## src/addr485_map.svh

```systemverilog
`ifndef ADDR485_MAP_SVH
`define ADDR485_MAP_SVH

// Clock and bit timing
`define MCLK_HZ      100000000
`define BAUD_MIN     1200
`define BIT_CLKS_MIN (`MCLK_HZ / `BAUD_MIN)
`define WAKE_CYCLES  2'h3

// Factory settings
`define DEF_BAUD     3'h5
`define DEF_FMT      2'h1
`define DEF_ADDR     8'h01
`define DEF_WIRE     2'h2

// Setup menu groups and value ranges
`define GRP_ENTRY    3'h1
`define GRP_BAUD     3'h2
`define GRP_FMT      3'h3
`define GRP_ADDR     3'h4
`define GRP_WIRE     3'h5
`define VAL_MIN      8'h01
`define BAUD_MAX     8'h05
`define FMT_MAX      8'h03
`define ADDR_MAX     8'hFF
`define WIRE_MAX     8'h02

// Field codes
`define FMT_8N1      2'h1
`define FMT_7O1      2'h2
`define FMT_7E1      2'h3
`define WIRE_TWO     2'h1

// Characters and reply layout
`define CH_START     8'h23
`define CH_CR        8'h0D
`define CH_ACK       8'h2A
`define CH_NAK       8'h3F
`define REPLY_DATA0  5'h03
`define REPLY_DATAN  5'h0F
`define REPLY_CR     5'h10
`define REPLY_END    5'h11
`define FRAME_LAST   4'h9
`define FIFO_DEPTH   32

`endif

```

## src/addr485_pkg.sv

```systemverilog
package addr485_pkg;

    // Serial port settings as stored and as applied
    typedef struct packed {
        logic [2:0] baud;
        logic [1:0] fmt;
        logic [7:0] addr;
        logic [1:0] wire_mode;
    } port_cfg_t;

    // One command character handed to the gauge core
    typedef struct packed {
        logic       last;
        logic       bad;
        logic [7:0] ch;
    } cmd_word_t;

    typedef enum logic [2:0] {
        ps_idle, ps_addr_hi, ps_addr_lo, ps_data, ps_skip, ps_term
    } parse_state_t;

endpackage

```

## src/addressed_rs485_command_port.sv

```systemverilog
// What this block does
// - Factory settings run the port at 19200 baud, 8 data bits, no parity, 1 stop.
// - Factory node address is 01 hex and wiring is four-wire.
// - Up and down held at power-up enter the setup menu, not normal operation.
// - Each calibrate press advances the shown group, 2 baud through 5 wiring.
// - Baud readouts 1 to 5 select 1200, 2400, 4800, 9600, 19200.
// - Format readouts 1 to 3 select 8N1, 7O1, 7E1.
// - Address readouts select node address 01 to FF hex.
// - Wiring readout 1 selects two-wire, readout 2 four-wire.
// - Calibrate press commits the shown group value to non-volatile storage.
// - Stored settings apply only after the next power cycle.
// - Two-wire mode receives and transmits on one shared pair.
// - Four-wire mode receives on one pair, transmits on another.
// - Address compare first, then command data check; act and answer only on match.
// - One direction at a time per pair; transmit only while the receive line is idle.
// - Address field is two ASCII hex characters.
// - Reply data field holds exactly 13 upper-case characters.
// - Malformed command gets a syntax-error reply carrying the own address.
`timescale 1ns/10ps
`default_nettype none
`include "addr485_map.svh"

// Command FIFO between the line parser and the gauge core
module cmd_fifo #(
    parameter int W     = 10,
    parameter int DEPTH = 32
) (
    input  wire logic         mclk,
    input  wire logic         nrst,
    input  wire logic         in_valid,
    output logic              in_ready,
    input  wire logic [W-1:0] in_data,
    output logic              out_valid,
    input  wire logic         out_ready,
    output logic [W-1:0]      out_data
);
    localparam int AW = $clog2(DEPTH);

    logic [W-1:0] mem [DEPTH];
    logic [AW:0]  wr_ptr_reg;
    logic [AW:0]  rd_ptr_reg;
    wire          full_w  = (wr_ptr_reg[AW] != rd_ptr_reg[AW])
                            && (wr_ptr_reg[AW-1:0] == rd_ptr_reg[AW-1:0]);
    wire          empty_w = (wr_ptr_reg == rd_ptr_reg);

    // Handshakes and head word
    assign in_ready  = !full_w;
    assign out_valid = !empty_w;
    assign out_data  = mem[rd_ptr_reg[AW-1:0]];

    // Storage
    always_ff @(posedge mclk) begin
        if (in_valid && !full_w)
            mem[wr_ptr_reg[AW-1:0]] <= in_data;
    end

    // Pointers
    always_ff @(posedge mclk or negedge nrst) begin
        if (!nrst) begin
            wr_ptr_reg <= '0;
            rd_ptr_reg <= '0;
        end else begin
            if (in_valid && !full_w)
                wr_ptr_reg <= wr_ptr_reg + 1'b1;
            if (out_ready && !empty_w)
                rd_ptr_reg <= rd_ptr_reg + 1'b1;
        end
    end
endmodule

module addressed_rs485_command_port
    import addr485_pkg::*;
#(
    parameter int unsigned BIT_CLKS_MIN = `BIT_CLKS_MIN,
    parameter int          FIFO_DEPTH   = `FIFO_DEPTH
) (
    input  wire logic       mclk,
    input  wire logic       nrst,
    input  wire logic       key_up,
    input  wire logic       key_down,
    input  wire logic       key_cal,
    input  wire port_cfg_t  nv_cfg,
    input  wire logic       nv_blank,
    output logic            nv_wr,
    output port_cfg_t       nv_wr_cfg,
    output logic            setup_active,
    output logic [2:0]      disp_group,
    output logic [7:0]      disp_value,
    output port_cfg_t       active_cfg,
    input  wire logic       rx_pair,
    output logic            tx_pair_o,
    output logic            tx_pair_oe_n,
    input  wire logic       bus_i,
    output logic            bus_o,
    output logic            bus_oe_n,
    output logic            cmd_valid,
    input  wire logic       cmd_ready,
    output cmd_word_t       cmd_word,
    input  wire logic       rsp_valid,
    output logic            rsp_ready,
    input  wire logic [7:0] rsp_char
);
    localparam int CW = $clog2(BIT_CLKS_MIN + 1);
    localparam port_cfg_t CFG_DEF = '{baud: `DEF_BAUD, fmt: `DEF_FMT,
                                      addr: `DEF_ADDR, wire_mode: `DEF_WIRE};

    function automatic logic [CW-1:0] bit_clks(input logic [2:0] b);
        case (b)
            3'h1:    return CW'(BIT_CLKS_MIN);
            3'h2:    return CW'(BIT_CLKS_MIN / 2);
            3'h3:    return CW'(BIT_CLKS_MIN / 4);
            3'h4:    return CW'(BIT_CLKS_MIN / 8);
            default: return CW'(BIT_CLKS_MIN / 16);
        endcase
    endfunction

    function automatic logic [4:0] hex_val(input logic [7:0] c);
        if (c >= 8'h30 && c <= 8'h39)
            return {1'b1, c[3:0]};
        if ((c >= 8'h41 && c <= 8'h46) || (c >= 8'h61 && c <= 8'h66))
            return {1'b1, c[3:0] + 4'h9};
        return 5'h00;
    endfunction

    function automatic logic [7:0] hex_char(input logic [3:0] n);
        return (n < 4'hA) ? 8'h30 + {4'h0, n} : 8'h37 + {4'h0, n};
    endfunction

    function automatic logic [7:0] nak_char(input logic [3:0] i);
        case (i)
            4'h1:       return 8'h53;
            4'h2:       return 8'h59;
            4'h3:       return 8'h4E;
            4'h4:       return 8'h54;
            4'h5:       return 8'h58;
            4'h7:       return 8'h45;
            4'h8, 4'h9: return 8'h52;
            4'hA:       return 8'h4F;
            4'hB:       return 8'h52;
            default:    return 8'h5F;
        endcase
    endfunction

    function automatic logic [9:0] frame(input logic [7:0] c, input logic [1:0] f);
        logic p;
        p = ^c[6:0];
        case (f)
            `FMT_7O1: return {1'b1, ~p, c[6:0], 1'b0};
            `FMT_7E1: return {1'b1, p, c[6:0], 1'b0};
            default:  return {1'b1, c, 1'b0};
        endcase
    endfunction

    function automatic logic [7:0] cfg_field(input port_cfg_t c, input logic [2:0] g);
        case (g)
            `GRP_BAUD: return {5'h00, c.baud};
            `GRP_FMT:  return {6'h00, c.fmt};
            `GRP_ADDR: return c.addr;
            `GRP_WIRE: return {6'h00, c.wire_mode};
            default:   return 8'h00;
        endcase
    endfunction

    function automatic logic [7:0] val_max(input logic [2:0] g);
        case (g)
            `GRP_BAUD: return `BAUD_MAX;
            `GRP_FMT:  return `FMT_MAX;
            `GRP_ADDR: return `ADDR_MAX;
            `GRP_WIRE: return `WIRE_MAX;
            default:   return 8'h00;
        endcase
    endfunction

    // Pin synchronisers, second stages only are read
    logic [4:0] s1_reg;
    logic [4:0] s2_reg;
    logic [2:0] key_d_reg;
    always_ff @(posedge mclk or negedge nrst) begin
        if (!nrst) begin
            s1_reg    <= 5'h03;
            s2_reg    <= 5'h03;
            key_d_reg <= 3'h0;
        end else begin
            s1_reg    <= {key_cal, key_down, key_up, bus_i, rx_pair};
            s2_reg    <= s1_reg;
            key_d_reg <= s2_reg[4:2];
        end
    end
    wire [2:0] key_p = s2_reg[4:2] & ~key_d_reg;

    // Startup capture, setup menu and committed settings
    logic [1:0] wake_reg;
    logic       started_reg;
    logic       setup_reg;
    port_cfg_t  cfg_reg;
    port_cfg_t  edit_reg;
    port_cfg_t  edit_next;
    logic [2:0] grp_reg;
    logic [2:0] grp_next;
    logic [7:0] val_reg;
    logic [7:0] val_next;
    logic       wr_reg;
    wire        wake_now = !started_reg && (wake_reg == `WAKE_CYCLES);
    wire        run      = started_reg && !setup_reg;
    wire        four     = (cfg_reg.wire_mode != `WIRE_TWO);

    // Menu editing: clamp at range ends, commit and advance on calibrate
    always_comb begin
        edit_next = edit_reg;
        grp_next  = grp_reg;
        val_next  = val_reg;
        if (setup_reg && key_p[2]) begin
            case (grp_reg)
                `GRP_BAUD: edit_next.baud      = val_reg[2:0];
                `GRP_FMT:  edit_next.fmt       = val_reg[1:0];
                `GRP_ADDR: edit_next.addr      = val_reg;
                `GRP_WIRE: edit_next.wire_mode = val_reg[1:0];
                default:   edit_next           = edit_reg;
            endcase
            grp_next = (grp_reg == `GRP_WIRE || grp_reg == `GRP_ENTRY)
                       ? `GRP_BAUD : grp_reg + 3'h1;
            val_next = cfg_field(edit_next, grp_next);
        end else if (setup_reg && key_p[0] && val_reg < val_max(grp_reg)) begin
            val_next = val_reg + 8'h01;
        end else if (setup_reg && key_p[1] && val_reg > `VAL_MIN) begin
            val_next = val_reg - 8'h01;
        end
    end

    always_ff @(posedge mclk or negedge nrst) begin
        if (!nrst) begin
            wake_reg    <= 2'h0;
            started_reg <= 1'b0;
            setup_reg   <= 1'b0;
            cfg_reg     <= CFG_DEF;
            edit_reg    <= CFG_DEF;
            grp_reg     <= `GRP_ENTRY;
            val_reg     <= 8'h00;
            wr_reg      <= 1'b0;
        end else if (!started_reg) begin
            wake_reg <= wake_reg + 2'h1;
            if (wake_now) begin
                started_reg <= 1'b1;
                setup_reg   <= s2_reg[2] & s2_reg[3];
                cfg_reg     <= nv_blank ? CFG_DEF : nv_cfg;
                edit_reg    <= nv_blank ? CFG_DEF : nv_cfg;
            end
        end else begin
            edit_reg <= edit_next;
            grp_reg  <= grp_next;
            val_reg  <= val_next;
            wr_reg   <= setup_reg && key_p[2] && grp_reg != `GRP_ENTRY;
        end
    end

    assign nv_wr        = wr_reg;
    assign nv_wr_cfg    = edit_reg;
    assign setup_active = setup_reg;
    assign disp_group   = grp_reg;
    assign disp_value   = val_reg;
    assign active_cfg   = cfg_reg;

    // Receiver: wiring picks the pair, 10-bit frame for every format
    logic          rx_busy_reg;
    logic [CW-1:0] rx_cnt_reg;
    logic [3:0]    rx_idx_reg;
    logic [7:0]    rx_sh_reg;
    logic          rx_stb_reg;
    logic          rx_err_reg;
    logic          reply_active_reg;
    wire [CW-1:0]  div     = bit_clks(cfg_reg.baud);
    wire           rx_line = four ? s2_reg[0] : s2_reg[1];
    wire           par_bad = (cfg_reg.fmt == `FMT_7O1) ? ~(^rx_sh_reg)
                           : (cfg_reg.fmt == `FMT_7E1) ? ^rx_sh_reg : 1'b0;
    wire [7:0]     rx_char = (cfg_reg.fmt == `FMT_7O1 || cfg_reg.fmt == `FMT_7E1)
                           ? {1'b0, rx_sh_reg[6:0]} : rx_sh_reg;

    always_ff @(posedge mclk or negedge nrst) begin
        if (!nrst) begin
            rx_busy_reg <= 1'b0;
            rx_cnt_reg  <= '0;
            rx_idx_reg  <= 4'h0;
            rx_sh_reg   <= 8'h00;
            rx_stb_reg  <= 1'b0;
            rx_err_reg  <= 1'b0;
        end else begin
            rx_stb_reg <= 1'b0;
            if (!run || reply_active_reg) begin
                rx_busy_reg <= 1'b0;
            end else if (!rx_busy_reg) begin
                rx_busy_reg <= !rx_line;
                rx_cnt_reg  <= div >> 1;
                rx_idx_reg  <= 4'h0;
            end else if (rx_cnt_reg != '0) begin
                rx_cnt_reg <= rx_cnt_reg - 1'b1;
            end else begin
                rx_cnt_reg <= div - 1'b1; // Zero state counts, so reload one short
                rx_idx_reg <= rx_idx_reg + 4'h1;
                if (rx_idx_reg == 4'h0 && rx_line)
                    rx_busy_reg <= 1'b0;
                else if (rx_idx_reg != `FRAME_LAST)
                    rx_sh_reg <= {rx_line, rx_sh_reg[7:1]};
                else begin
                    rx_busy_reg <= 1'b0;
                    rx_stb_reg  <= 1'b1;
                    rx_err_reg  <= !rx_line || par_bad;
                end
            end
        end
    end

    // Command parser: start character, own address, data up to CR
    parse_state_t p_reg;
    parse_state_t p_next;
    logic [3:0]   hi_reg;
    logic [3:0]   hi_next;
    logic         err_reg;
    logic         err_next;
    logic         pv_reg;
    logic         pv_next;
    cmd_word_t    pw_reg;
    cmd_word_t    pw_next;
    logic         nak_reg;
    logic         nak_set;
    logic         fifo_in_ready;
    logic         start_ok;
    wire [4:0]    hx = hex_val(rx_char);

    always_comb begin
        p_next   = p_reg;
        hi_next  = hi_reg;
        err_next = err_reg;
        pv_next  = pv_reg && !fifo_in_ready;
        pw_next  = pw_reg;
        nak_set  = 1'b0;
        if (p_reg == ps_term && !pv_next) begin
            pv_next = 1'b1;
            pw_next = '{last: 1'b1, bad: err_reg, ch: `CH_CR};
            nak_set = err_reg;
            p_next  = ps_idle;
        end
        if (rx_stb_reg && !rx_err_reg && rx_char == `CH_START) begin
            p_next   = ps_addr_hi;
            err_next = 1'b0;
        end else if (rx_stb_reg) begin
            unique case (p_reg)
                ps_idle, ps_skip, ps_term: ;
                ps_addr_hi: begin
                    hi_next = hx[3:0];
                    p_next  = hx[4] ? ps_addr_lo : ps_idle;
                end
                ps_addr_lo: begin
                    if (!hx[4])
                        p_next = ps_idle;
                    else if ({hi_reg, hx[3:0]} == cfg_reg.addr)
                        p_next = ps_data;
                    else
                        p_next = ps_skip;
                end
                ps_data: begin
                    if (rx_err_reg)
                        err_next = 1'b1;
                    else if (rx_char == `CH_CR)
                        p_next = ps_term;
                    else if (pv_next)
                        err_next = 1'b1;
                    else if (!err_reg) begin
                        pv_next = 1'b1;
                        pw_next = '{last: 1'b0, bad: 1'b0, ch: rx_char};
                    end
                end
            endcase
        end
    end

    always_ff @(posedge mclk or negedge nrst) begin
        if (!nrst) begin
            p_reg   <= ps_idle;
            hi_reg  <= 4'h0;
            err_reg <= 1'b0;
            pv_reg  <= 1'b0;
            pw_reg  <= '0;
            nak_reg <= 1'b0;
        end else begin
            p_reg   <= p_next;
            hi_reg  <= hi_next;
            err_reg <= err_next;
            pv_reg  <= pv_next;
            pw_reg  <= pw_next;
            nak_reg <= nak_set || (nak_reg && !start_ok);
        end
    end

    cmd_fifo #(
        .W     ($bits(cmd_word_t)),
        .DEPTH (FIFO_DEPTH)
    ) u_fifo (
        .mclk      (mclk),
        .nrst      (nrst),
        .in_valid  (pv_reg),
        .in_ready  (fifo_in_ready),
        .in_data   (pw_reg),
        .out_valid (cmd_valid),
        .out_ready (cmd_ready),
        .out_data  (cmd_word)
    );

    // Reply sequencer: mark, address, 13 data characters, CR
    logic          nak_kind_reg;
    logic [4:0]    byte_reg;
    logic          drv_reg;
    logic          tx_busy_reg;
    logic [CW-1:0] tx_cnt_reg;
    logic [3:0]    tx_idx_reg;
    logic [9:0]    tx_sh_reg;
    logic          txd_reg;
    logic [7:0]    tx_byte;
    wire           data_ph = byte_reg >= `REPLY_DATA0 && byte_reg <= `REPLY_DATAN;
    wire           load    = reply_active_reg && !tx_busy_reg && byte_reg != `REPLY_END
                             && (!data_ph || nak_kind_reg || rsp_valid);
    wire           done    = reply_active_reg && !tx_busy_reg && byte_reg == `REPLY_END;

    assign start_ok  = run && !reply_active_reg && !rx_busy_reg && rx_line
                       && (nak_reg || rsp_valid);
    assign rsp_ready = load && data_ph && !nak_kind_reg;

    always_comb begin
        if (byte_reg == 5'h00)
            tx_byte = nak_kind_reg ? `CH_NAK : `CH_ACK;
        else if (byte_reg == 5'h01)
            tx_byte = hex_char(cfg_reg.addr[7:4]);
        else if (byte_reg == 5'h02)
            tx_byte = hex_char(cfg_reg.addr[3:0]);
        else if (byte_reg == `REPLY_CR)
            tx_byte = `CH_CR;
        else if (nak_kind_reg)
            tx_byte = nak_char(4'(byte_reg - `REPLY_DATA0));
        else
            tx_byte = rsp_char;
    end

    always_ff @(posedge mclk or negedge nrst) begin
        if (!nrst) begin
            reply_active_reg <= 1'b0;
            nak_kind_reg     <= 1'b0;
            byte_reg         <= 5'h00;
            drv_reg          <= 1'b0;
        end else if (start_ok) begin
            reply_active_reg <= 1'b1;
            nak_kind_reg     <= nak_reg;
            byte_reg         <= 5'h00;
            drv_reg          <= 1'b1;
        end else if (load) begin
            byte_reg <= byte_reg + 5'h01;
        end else if (done) begin
            reply_active_reg <= 1'b0;
            drv_reg          <= 1'b0;
        end
    end

    // Transmitter bit timing
    always_ff @(posedge mclk or negedge nrst) begin
        if (!nrst) begin
            tx_busy_reg <= 1'b0;
            tx_cnt_reg  <= '0;
            tx_idx_reg  <= 4'h0;
            tx_sh_reg   <= 10'h3FF;
            txd_reg     <= 1'b1;
        end else if (load) begin
            tx_busy_reg <= 1'b1;
            tx_sh_reg   <= frame(tx_byte, cfg_reg.fmt);
            txd_reg     <= 1'b0;
            tx_cnt_reg  <= div - 1'b1;
            tx_idx_reg  <= 4'h0;
        end else if (tx_busy_reg && tx_cnt_reg != '0) begin
            tx_cnt_reg <= tx_cnt_reg - 1'b1;
        end else if (tx_busy_reg) begin
            tx_cnt_reg  <= div - 1'b1;
            tx_idx_reg  <= tx_idx_reg + 4'h1;
            tx_sh_reg   <= tx_sh_reg >> 1;
            txd_reg     <= tx_idx_reg == `FRAME_LAST ? 1'b1 : tx_sh_reg[1];
            tx_busy_reg <= tx_idx_reg != `FRAME_LAST;
        end
    end

    // Driver enables pick the transmit pair
    assign tx_pair_o    = txd_reg;
    assign bus_o        = txd_reg;
    assign tx_pair_oe_n = !(drv_reg && four);
    assign bus_oe_n     = !(drv_reg && !four);

    AST_DRV_QUIET: assert property (@(posedge mclk) disable iff (!nrst)
        !reply_active_reg |-> tx_pair_oe_n && bus_oe_n)
        else $error("line driver enabled outside a reply");
    AST_ONE_PAIR: assert property (@(posedge mclk) disable iff (!nrst)
        !(tx_pair_oe_n == 1'b0 && bus_oe_n == 1'b0))
        else $error("both pairs driven");
    AST_SETUP_SILENT: assert property (@(posedge mclk) disable iff (!nrst)
        setup_reg |-> !reply_active_reg && !pv_reg)
        else $error("serial activity in setup menu");
    AST_CFG_HELD: assert property (@(posedge mclk) disable iff (!nrst)
        started_reg && $past(started_reg) |-> $stable(cfg_reg))
        else $error("applied settings changed after startup");
    AST_FACTORY: assert property (@(posedge mclk) disable iff (!nrst)
        wake_now && nv_blank |=> cfg_reg == CFG_DEF && started_reg)
        else $error("factory settings not applied");
    AST_COMMIT: assert property (@(posedge mclk) disable iff (!nrst)
        started_reg && setup_reg && key_p[2] && grp_reg == `GRP_ADDR
        |=> nv_wr && nv_wr_cfg.addr == $past(val_reg))
        else $error("calibrate did not commit shown value");
    AST_GROUP_WRAP: assert property (@(posedge mclk) disable iff (!nrst)
        started_reg && setup_reg && key_p[2] && grp_reg == `GRP_WIRE
        |=> grp_reg == `GRP_BAUD)
        else $error("group did not wrap to baud");
    AST_MATCH_ONLY: assert property (@(posedge mclk) disable iff (!nrst)
        $rose(pv_reg) |-> $past(p_reg) == ps_data || $past(p_reg) == ps_term)
        else $error("command pushed without address match");
    AST_QUIET_LINE: assert property (@(posedge mclk) disable iff (!nrst)
        $rose(reply_active_reg) |-> !$past(rx_busy_reg) && $past(rx_line))
        else $error("reply started while line busy");
    AST_NAK_MARK: assert property (@(posedge mclk) disable iff (!nrst)
        load && byte_reg == 5'h00 && nak_kind_reg |=> tx_sh_reg == frame(`CH_NAK, cfg_reg.fmt))
        else $error("syntax reply without error mark");
endmodule
`default_nettype wire

```

## config.mk

```make
export PLATFORM = sky130hd
export DESIGN_NAME = addressed_rs485_command_port
export DESIGN_NICKNAME = d
export VERILOG_FILES = /design/src/addr485_pkg.sv /design/src/addressed_rs485_command_port.sv
export VERILOG_INCLUDE_DIRS = /design/src
export SDC_FILE = /design/constraint.sdc
export NUM_CORES = 1
export LEC_CHECK = 0
export BUFFER_PORTS_ARGS = -buffer_cell sky130_fd_sc_hd__buf_2
export CAP_MARGIN = 20
export CORE_UTILIZATION = 60
export CTS_CLUSTER_SIZE = 12
export DETAILED_ROUTE_END_ITERATION = 8
export GPL_TIMING_DRIVEN = 1
export PLACE_DENSITY = 0.78
export SLEW_MARGIN = 40
export SYNTH_ARGS = -nofsm -noshare
export SYNTH_HDL_FRONTEND = slang
export SYNTH_SLANG_ARGS = --single-unit
```

## constraint.sdc

```tcl
create_clock -name mclk -period 6.4 [get_ports mclk]
set_input_delay 0.64 -clock mclk [delete_from_list [all_inputs] [get_ports mclk]]
set_output_delay 0.64 -clock mclk [all_outputs]
set_load 0.05 [all_outputs]
```

# == After elaboration in Yosys (flattened, before gate mapping) ==
# Memories as Yosys holds them, arrays and structs flattened.
# Index checks and enable logic that the tools add are counted.
# totals
out_inout_bits,59
mem_bits_ro,80
mem_bits_rw,320
inputBits,33
word_cells,318
reg_bits,163
n_memories,2
# classes
n_eq_ne,41
bitwise_logic,11
add_sub_neg,18
reduce_logical,86
mux,107
order_cmp,12
# memory_table
name,depth,word_bits,read_ports,rd_ports_with_merged_regs,wr,line_no,text
u_fifo.mem,32,10,1,0,1,addressed_rs485_command_port.sv:39,logic [W-1:0] mem [DEPTH];
(name not given),16,5,1,0,0,addressed_rs485_command_port.sv:130,case (i)
# ops
op,count
10-bit two-way mux,11
8-bit two-way mux,11
17-bit two-way mux,5
17-bit one-hot mux with 4 select lines,1
8-bit one-hot mux with 4 select lines,2
15-bit two-way mux,4
"17-bit by 1-bit subtractor with 17-bit output, second input constant",3
1-bit two-way mux,45
5-bit two-way mux,7
1-bit logical AND,34
17-bit nonzero test,2
"6-bit by 4-bit adder with 7-bit output, first input constant",4
3-bit two-way mux,9
"3-bit by 2-bit == test with 1-bit output, second input constant",8
4-bit two-way mux,5
"3-bit == test, second input constant",6
9-bit one-hot mux with 2 select lines,1
1-bit zero test,17
"8-bit by 7-bit >= comparator with 1-bit output, second input constant",2
"8-bit by 7-bit less-or-equal comparator with 1-bit output, second input constant",2
7-bit two-way mux,2
2-bit AND reduction,7
"6-bit by 1-bit adder with 6-bit output, second input constant",2
2-bit nonzero test,6
48 further kinds,79

# == Logic depth before layout (Yosys ltp) ==
# Gate-level depths: netlist of run 1.
# logic_depth
depth_word,16
depth_mapped,14
ltp_nobuf,12

# == Cells and area by module ==
# Synthesis of run 1 repeated with hierarchy kept, for this count alone.
# hier_totals
cells_unflattened,1739
area_unflattened_um2,22600.4
# by_module_without_submodules
module,area_each_um2,seq_area_each_um2,n_inst,cells_per_inst
cmd_fifo,13021.2,9909.5,1,640
addressed_rs485_command_port,9579.2,3784.9,1,1099

# == Worst setup path before layout of run 1 ==
# OpenSTA, ideal clock, no wires.
# synth_path
path_type,register to register
start,reg grp_reg[0] (netlist: disp_group[0])
end,reg val_reg[3] (netlist: disp_value[3])
t_arrival_ns,3.421
n_path_buf,2
required_time_ns,6.274
setup_slack_ns,2.853
setup_time_ns,0.126
period_less_slack_ns,3.547
stages_incl_launch_ff,15
path_cell_list,dfstp_2 inv_1 ha_1 nand2_1 clkbuf_1 or2_2 ha_1 a21oi_1 nor2b_1 o21ai_0 o211a_1 buf_2 mux2i_1 a211o_1 a221o_1
# synth_between
elab_chain_cells,7
word_cells_on_any_way,22
cone_classes,1 x add/sub; 1 x order compare; 9 x eq/ne; 7 x mux; 4 x reduce/logical
# synth_rtl
element,line_no,text
"start, declared",addressed_rs485_command_port.sv:198,logic [2:0] grp_reg;
"start signal, assigned",addressed_rs485_command_port.sv:237,grp_reg <= `GRP_ENTRY;
"start signal, assigned",addressed_rs485_command_port.sv:250,grp_reg <= grp_next;
"3-bit == test, or another cell as far along",addressed_rs485_command_port.sv:165,case (g)
8-bit one-hot mux with 4 select lines,addressed_rs485_command_port.sv:165,
8-bit two-way mux,addressed_rs485_command_port.sv:212,if (setup_reg && key_p[2]) begin
8-bit less-than comparator,addressed_rs485_command_port.sv:223,end else if (setup_reg && key_p[0] && val_reg < val_max(grp_reg)) begin
1-bit logical AND,addressed_rs485_command_port.sv:223,
3-bit nonzero test (no source line) or 8-bit two-way mux (tied branches),--,
2-bit AND reduction (no source line) or 8-bit two-way mux (tied branches),--,
"end signal, assigned",addressed_rs485_command_port.sv:251,val_reg <= val_next;
"end, declared",addressed_rs485_command_port.sv:200,logic [7:0] val_reg;
# Several ways; a longest one is shown, not always the timed one. The select of a mux whose other input is x is not followed.
# A chain may end at the register's enable or synchronous reset.

==> results of run 1 <==
## cell type report
| class | instances | area, µm² | area share, % |
|---|---|---|---|
| repair buffers | 103 | 571 | 2.31 |
| clock buffers | 75 | 1400 | 5.66 |
| multi-input cells | 1016 | 8140 | 33.0 |
| inverters | 55 | 206 | 0.836 |
| clock inverters | 10 | 72.6 | 0.294 |
| diodes | 1 | 2.50 | 0.0101 |
| well taps | 468 | 586 | 2.37 |
| flip-flops and latches | 482 | 13700 | 55.5 |
## kinds of logic (layout without fill, tap and decap cells)
logic type                 count (synthesis)  after routing  share of synthesized area (%)
muxes                                    155            155                           12.8
buffers and inverters                    147            243                           2.58
and+or+nand+nor                          442            442                           9.45
DFF                                      482            482                           61.4
xor gates and xnor gates                  51             51                           2.10
AOI/OAI and AO/OA                        317            317                           8.85
other                                      0              1                              0
adders and majority gates                 51             51                           2.86
## final timing paths
check	from	endpoint	slack [ps]	cells after the start
max	u_fifo.rd_ptr_reg[1]	cmd_word[4]	2210	5
min	nrst	tx_idx_reg[0]	90	1
max reg2reg	disp_group[0]	disp_value[5]	2690	12
min reg2reg	s1_reg[4]	s2_reg[4]	350	0
max in group asynchronous	nrst	disp_value[6]	5140	2
min in group mclk	bus_i	s1_reg[1]	150	1
## per-layer routing
metal / global-route usage, % / wire, µm / vias up
met5: 0 / 0 / -
met4: 7.99 / 1260 / 0
met3: 5.64 / 3940 / 87
met2: 46.2 / 25500 / 638
met1: 38.5 / 21300 / 7092
li1: - / - / 6375
## worst max-delay path, delay by kind of cell, from the launching register on
kind | cells | cell delay (ps)
muxes | 3 | 1240
DFF | 1 | 850
buffers and inverters | 2 | 840
## where the power goes
| group | total (µW) | leakage, µW | internal (µW) | switching (µW) |
|---|---|---|---|---|
| logic | 777 | 0.00306 | 258 | 519 |
| clock network | 2670 | 0.000716 | 1500 | 1170 |
| registers | 3510 | 0.00420 | 3370 | 134 |
| total | 6950 | 0.00798 | 5130 | 1820 |
## cell usage in the layout, fill, tap and decap left out, types with 8 or more instances in the layout
cell type,count
edfxtp_1,320
nand2_1,131
dfrtp_1,124
mux4_2,100
nor2_1,97
o21ai_0,97
buf_2,90
a21oi_1,73
inv_1,55
ha_1,51
clkbuf_16,51
nor3_1,37
nand3_1,35
xnor2_1,34
nor2_2,34
mux2_2,30
dfstp_2,25
mux2i_1,24
a31oi_1,21
clkbuf_1,21
o22ai_1,17
nor2b_1,16
xor2_1,15
nand4_1,12
nand2b_1,11
dfrtp_2,11
nor4_1,10
or3_1,10
buf_4,10
and2_1,8
o21a_1,8
a22o_1,8
## per-stage QoR
| step | std cells | hold slack [ps] | setup WS [ps] |
|---|---|---|---|
| after floorplan | 1645 | 331 | 2850 |
| after global placement | 2123 | 336 | 2600 |
| after detailed placement | 2124 | 339 | 2740 |
| after CTS | 2209 | 124 | 2180 |
| after global routing | 2209 | 129 | 2090 |
| final | 2210 | 89.8 | 2210 |
==> metrics.md, run 1 <==
| Metric | Value |
|---|---|
| Status | `finished, final reports clean` |
| Maximum vdd drop | `0.246 mV` |
| Synthesized net count | `1729` |
| DP HPWL | `33000 µm` |
| Top cell by count, worst path | `mux4_2` |
| DP Area | `23200 µm²` |
| Ports | `92` |
| EDFF count, synth | `320` |
| Drt wl/cell | `23.5 µm` |
| # Post-CTS Setup Buffers | `0` |
| First-pass GRT wire length | `81500 µm` |
| Count leader, synth | `edfxtp_1` |
| Worst-path clk slew | `60 ps` |
| CTS tree | `done` |
| Top cell type's share of synthesized area | `43.1%` |
| Hold Path Class | `input pin to async pin` |
| Die area | `37900 µm²` |
| Syn Std Cell Area | `22300 µm²` |
| Yosys top cell by area | `edfxtp_1` |
| Slew Limit Headroom | `45.3%` |
| Total Power | `6950 µW` |
| Netlist cell types | `80` |
| Final Hold Fails | `0` |
| Initial antenna violation count | `1` |
| Final nets | `1791` |
| Worst Path Required | `5760 ps` |
| MaxCap Viol Count | `0` |
| Clock buffer depth | `3` |
| Synth top area cells | `edfxtp_1, dfrtp_1, mux4_2` |
| Fmax | `239 MHz` |
| Width of the chip | `195 µm` |
| Ys Warns | `0` |
| Dominant synthesized flop cell | `edfxtp_1` |
| Critical path data arrival time | `3550 ps` |
| Commonest cells in the netlist | `edfxtp_1, dfrtp_1, nand2_1` |
| Hold_buf cts | `0` |
| Area Growth Syn to Fin | `10.7%` |
| Initial Utilization | `60.9%` |
| Slew @ Worst Pin | `819 ps` |
| Final Critical Period | `4190 ps` |
| Setup_tns | `0 ps` |
| Endpoints failing setup | `0` |
| Layout cell share with drive strength beyond 1 | `22.2%` |
| Vias post-DR | `14200` |
| 1st-pass router iterations | `5` |
| Crit-path max cell delay | `850 ps` |
| RSZ-0062 raised after global routing | `false` |
| Core Region | `36600 µm²` |
| Overall Global Routing Usage | `28.1%` |
| GPL Wtd Cong | `0.885` |
| Leakage | `0.00798 µW` |
| CP Capture Type | `output port` |
| Final period utilization | `65.4%` |
| Seq/Total Area, Yosys | `61.4%` |
| Wirelength, routed | `52000 µm` |
| Die Height | `195 µm` |
| Largest net degree at the start of global routing | `85` |
| Post-synthesis register bit count | `482` |
| Sink Count | `482` |
| Number of global-route vias before repair | `14200` |
| Final Instance Area | `24700 µm²` |
| Worst setup path class | `flip-flop to output port` |
| Number of H-tree levels | `2` |
| DRT antenna net count | `0` |
| Post-Synthesis Cells | `1645` |
| Fill cells | `2544` |
| Vias/cell | `6.42` |
| TritonCTS Buffers | `49` |
| Cts repair resizes | `0` |
| Slew Viols, Final | `0` |
| Clock Latency Late Sink | `590 ps` |
| Worst path cell trace | `buf_4 > mux4_2 > mux4_2 > mux2_2 > buf_2` |
| Critical Path Fanout Max | `43` |
| DRC viols | `0` |
| Async S/R FF share, synth | `33.6%` |
| Slowest cell on crit path | `dfrtp_4` |
| Final core utilization | `67.4%` |
| Pwr dens | `282 nW/µm²` |
| Clock root cell | `clkbuf_16` |
| GR Overflow Total | `0` |
| Critical Path Start Type | `flip-flop` |
| Row count | `70` |
| Initial drt markers | `1408` |
| Synth Area per Inst | `13.6 µm²` |
| Worst Skew | `18.5 ps` |
| Number of flip-flops in the largest register | `320` |
| Count of buffers from port buffering | `91` |
No activity file was read; power rests on OpenSTA's default activity.
==> inputs of run 2 (changes only) <==
- clock period: 6.4 -> 4.15 ns (I/O delays scaled with it)
==> metrics.md, run 2 (synthesis results as in run 1) <==
| Metric | Value |
|---|---|
| Status | `finished, final reports clean` |
| CTS tree | `done` |
| Net Sw Frac | `26.0% (-0.22 points)` |
| CP Capture Type | `output port` |
| Worst-path clk slew | `60 ps (about the same)` |
| GPL Wtd Cong | `0.878 (-0.81%)` |
| Slowest cell on crit path | `dfrtp_4` |
| Final Critical Period | `3910 ps` |
| # diodes | `0 (-1)` |
| Worst Skew | `17.3 ps (-1.18 ps)` |
| Drt wl/cell | `22.7 µm (-3.7%)` |
| Pwr dens | `437 nW/µm² (+55%)` |
| Slew Limit Headroom | `52.1% (+6.8 points)` |
| Die Height | `195 µm (unchanged)` |
| Number of H-tree levels | `2 (unchanged)` |
| WHS Path Cells | `3` |
| Worst setup path class | `flip-flop to output port` |
| Reg2Reg Depth | `13 (+1)` |
| First-pass GRT wire length | `80000 µm (-1.8%)` |
| Hold_buf cts | `6 (+6)` |
| Pre-CTS setup slack | `630 ps (-2110 ps)` |
| Sequential group share of total power | `49.7% (-0.7 points)` |
| Internal power | `8050 µW (+57%)` |
| Largest net degree at the start of global routing | `96 (+13%)` |
| Critical Path Fanout Max | `22 (-49%)` |
| Endpoints failing setup | `0 (unchanged)` |
| Commonest cells after routing, fill and taps aside | `edfxtp_1, nand2_1, dfrtp_1, nor2_1, mux4_2` |
| Width of the chip | `195 µm (unchanged)` |
| DRC viols | `0 (unchanged)` |
| Fmax | `256 MHz` |
| Initial Utilization | `60.9% (unchanged)` |
| Layout cell share with drive strength beyond 1 | `22.3% (+0.031 points)` |
| Count of buffers from port buffering | `91 (unchanged)` |
| MaxCap Viol Count | `0 (unchanged)` |
| Final hold slack | `113 ps (+23.1 ps)` |
| Overall Global Routing Usage | `27.4% (-0.75 points)` |
| Placed insts | `2140 (+0.75%)` |
| Slew Viols, Final | `0 (unchanged)` |
| Worst flop-to-flop path startpoint | `disp_group[0]` |
| Sink Count | `482 (unchanged)` |
| Maximum vdd drop | `0.433 mV (+76%)` |
| GR Overflow Total | `0 (unchanged)` |
| Slew @ Worst Pin | `711 ps (-108 ps)` |
| Setup WS post-layout | `237 ps (-1980 ps)` |
| Setup_tns | `0 ps (unchanged)` |
| Clock Latency Late Sink | `590 ps (about the same)` |
| Critical path data arrival time | `3500 ps (-50 ps)` |
| Fill cells | `2481 (-2.5%)` |
| Area taken by multi-input logic gates | `8120 µm² (-0.32%)` |
| Final Hold Fails | `0 (unchanged)` |
| Hold Path Class | `input pin to flip-flop` |
| Buffers & Inverters on Critical Path | `2 (unchanged)` |
| 1st-pass router iterations | `6 (+1)` |
| Commonest non-fill, non-tap cell in the layout | `edfxtp_1` |
| Wirelength, routed | `50700 µm (-2.5%)` |
| Initial drt markers | `1302 (-7.5%)` |
| TritonCTS Buffers | `49 (unchanged)` |
| Vias post-DR | `14300 (+0.44%)` |
| Worst Path Required | `3730 ps (-2030 ps)` |
| Critical Path Start Type | `flip-flop` |
| WP depth | `5 (unchanged)` |
| Layout Cells excl Fill | `2238 (+1.3%)` |
| Worst path cell trace | `buf_4 > mux4_2 > mux4_2 > mux2_2 > buf_2` |
| Initial antenna violation count | `1 (unchanged)` |
| Row count | `70 (unchanged)` |
| Reg area | `13700 µm² (about the same)` |
| Number of global-route vias before repair | `14100 (-0.72%)` |
| Logic pwr share | `11.2% (about the same)` |
| Core Region | `36600 µm² (unchanged)` |
| Ports | `92 (unchanged)` |
| Crit-path max cell delay | `730 ps (-120 ps)` |
| Clock root cell | `clkbuf_16` |
| Leakage | `0.00812 µW (+1.8%)` |
| DRT antenna net count | `0 (unchanged)` |
| Final nets | `1813 (+1.2%)` |
| # Post-CTS Setup Buffers | `0 (unchanged)` |
| Worst Setup SP | `u_fifo.rd_ptr_reg[0]` |
| Sw power | `2830 µW (+55%)` |
| Number of flip-flops in the largest register | `320 (unchanged)` |
| Crit path max-delay family | `multiplexers` |
| Final period utilization | `94.3%` |
| Hold Startpoint | `nv_cfg[0]` |
| RSZ-0062 raised after global routing | `false` |
| Top cell by count, worst path | `mux4_2` |
| Clock buffer depth | `3 (unchanged)` |
| Vias/cell | `6.37 (-0.82%)` |
| Share of power burned in the clock network | `39.1% (+0.7 points)` |
| Cts repair resizes | `0 (unchanged)` |
| Area Growth Syn to Fin | `11.8%` |
| Die area | `37900 µm² (unchanged)` |
| DP HPWL | `32000 µm (-3.0%)` |
==> run 2: worst reg2reg max path, stage by stage (launching register included) <==
cell and delay, ps:
dfstp_2 620, inv_1 150, ha_1 270, nand2_1 360
or2_2 250, ha_1 250, a21oi_1 140, nor2b_1 60
o21ai_0 150, o211a_1 220, buf_4 210, mux2i_1 130
a211o_1 310, a221o_1 340
==> run 2: power by group through the flow <==
| stage | Clock, µW | Combinational, µW | Sequential [µW] |
|---|---|---|---|
| after detailed placement | 0 | 1200 | 5500 |
| after global routing | 4490 | 1340 | 5420 |
| after global placement | 0 | 1180 | 5490 |
| after CTS | 4300 | 1220 | 5400 |
| final | 4250 | 1220 | 5410 |
| after floorplan | 0 | 617 | 5720 |
==> run 2: layout make-up <==
cell class	count	share of cell area [%]
multi-input combinational	1016	32.6
clock buffer	82	5.66
sequential	482	55.0
inverter	55	0.828
clock inverter	10	0.502
timing repair buffer	125	3.10
tap	468	2.35
==> run 2: final timing paths <==
check	endpoint	slack (ps)
hold reg to reg	s2_reg[4]	350
hold / removal	active_cfg[0]	110
setup / recovery	cmd_word[8]	240
max in group asynchronous	u_fifo.rd_ptr_reg[1]	2830
setup reg to reg	disp_value[5]	560
min in group asynchronous	tx_cnt_reg[14]	440
==> run 2: metal layers <==
metal | GRT usage, % | routed length (µm)
met5 | 0 | 13
met3 | 4.70 | 3590
met2 | 45.2 | 24900
met1 | 37.1 | 20700
met4 | 9.48 | 1470
==> run 2: through the flow <==
stage | power (µW) | area, µm² | utilization [%]
2_1_floorplan | 6340 | 22300 | -
3_3_place_gp | 6670 | 23200 | 63.5
3_5_place_dp | 6700 | 23300 | 63.7
4_1_cts | 10900 | 24900 | 68.1
5_1_grt | 11200 | 24900 | 68.1
6_report | 10900 | 24900 | 68.1
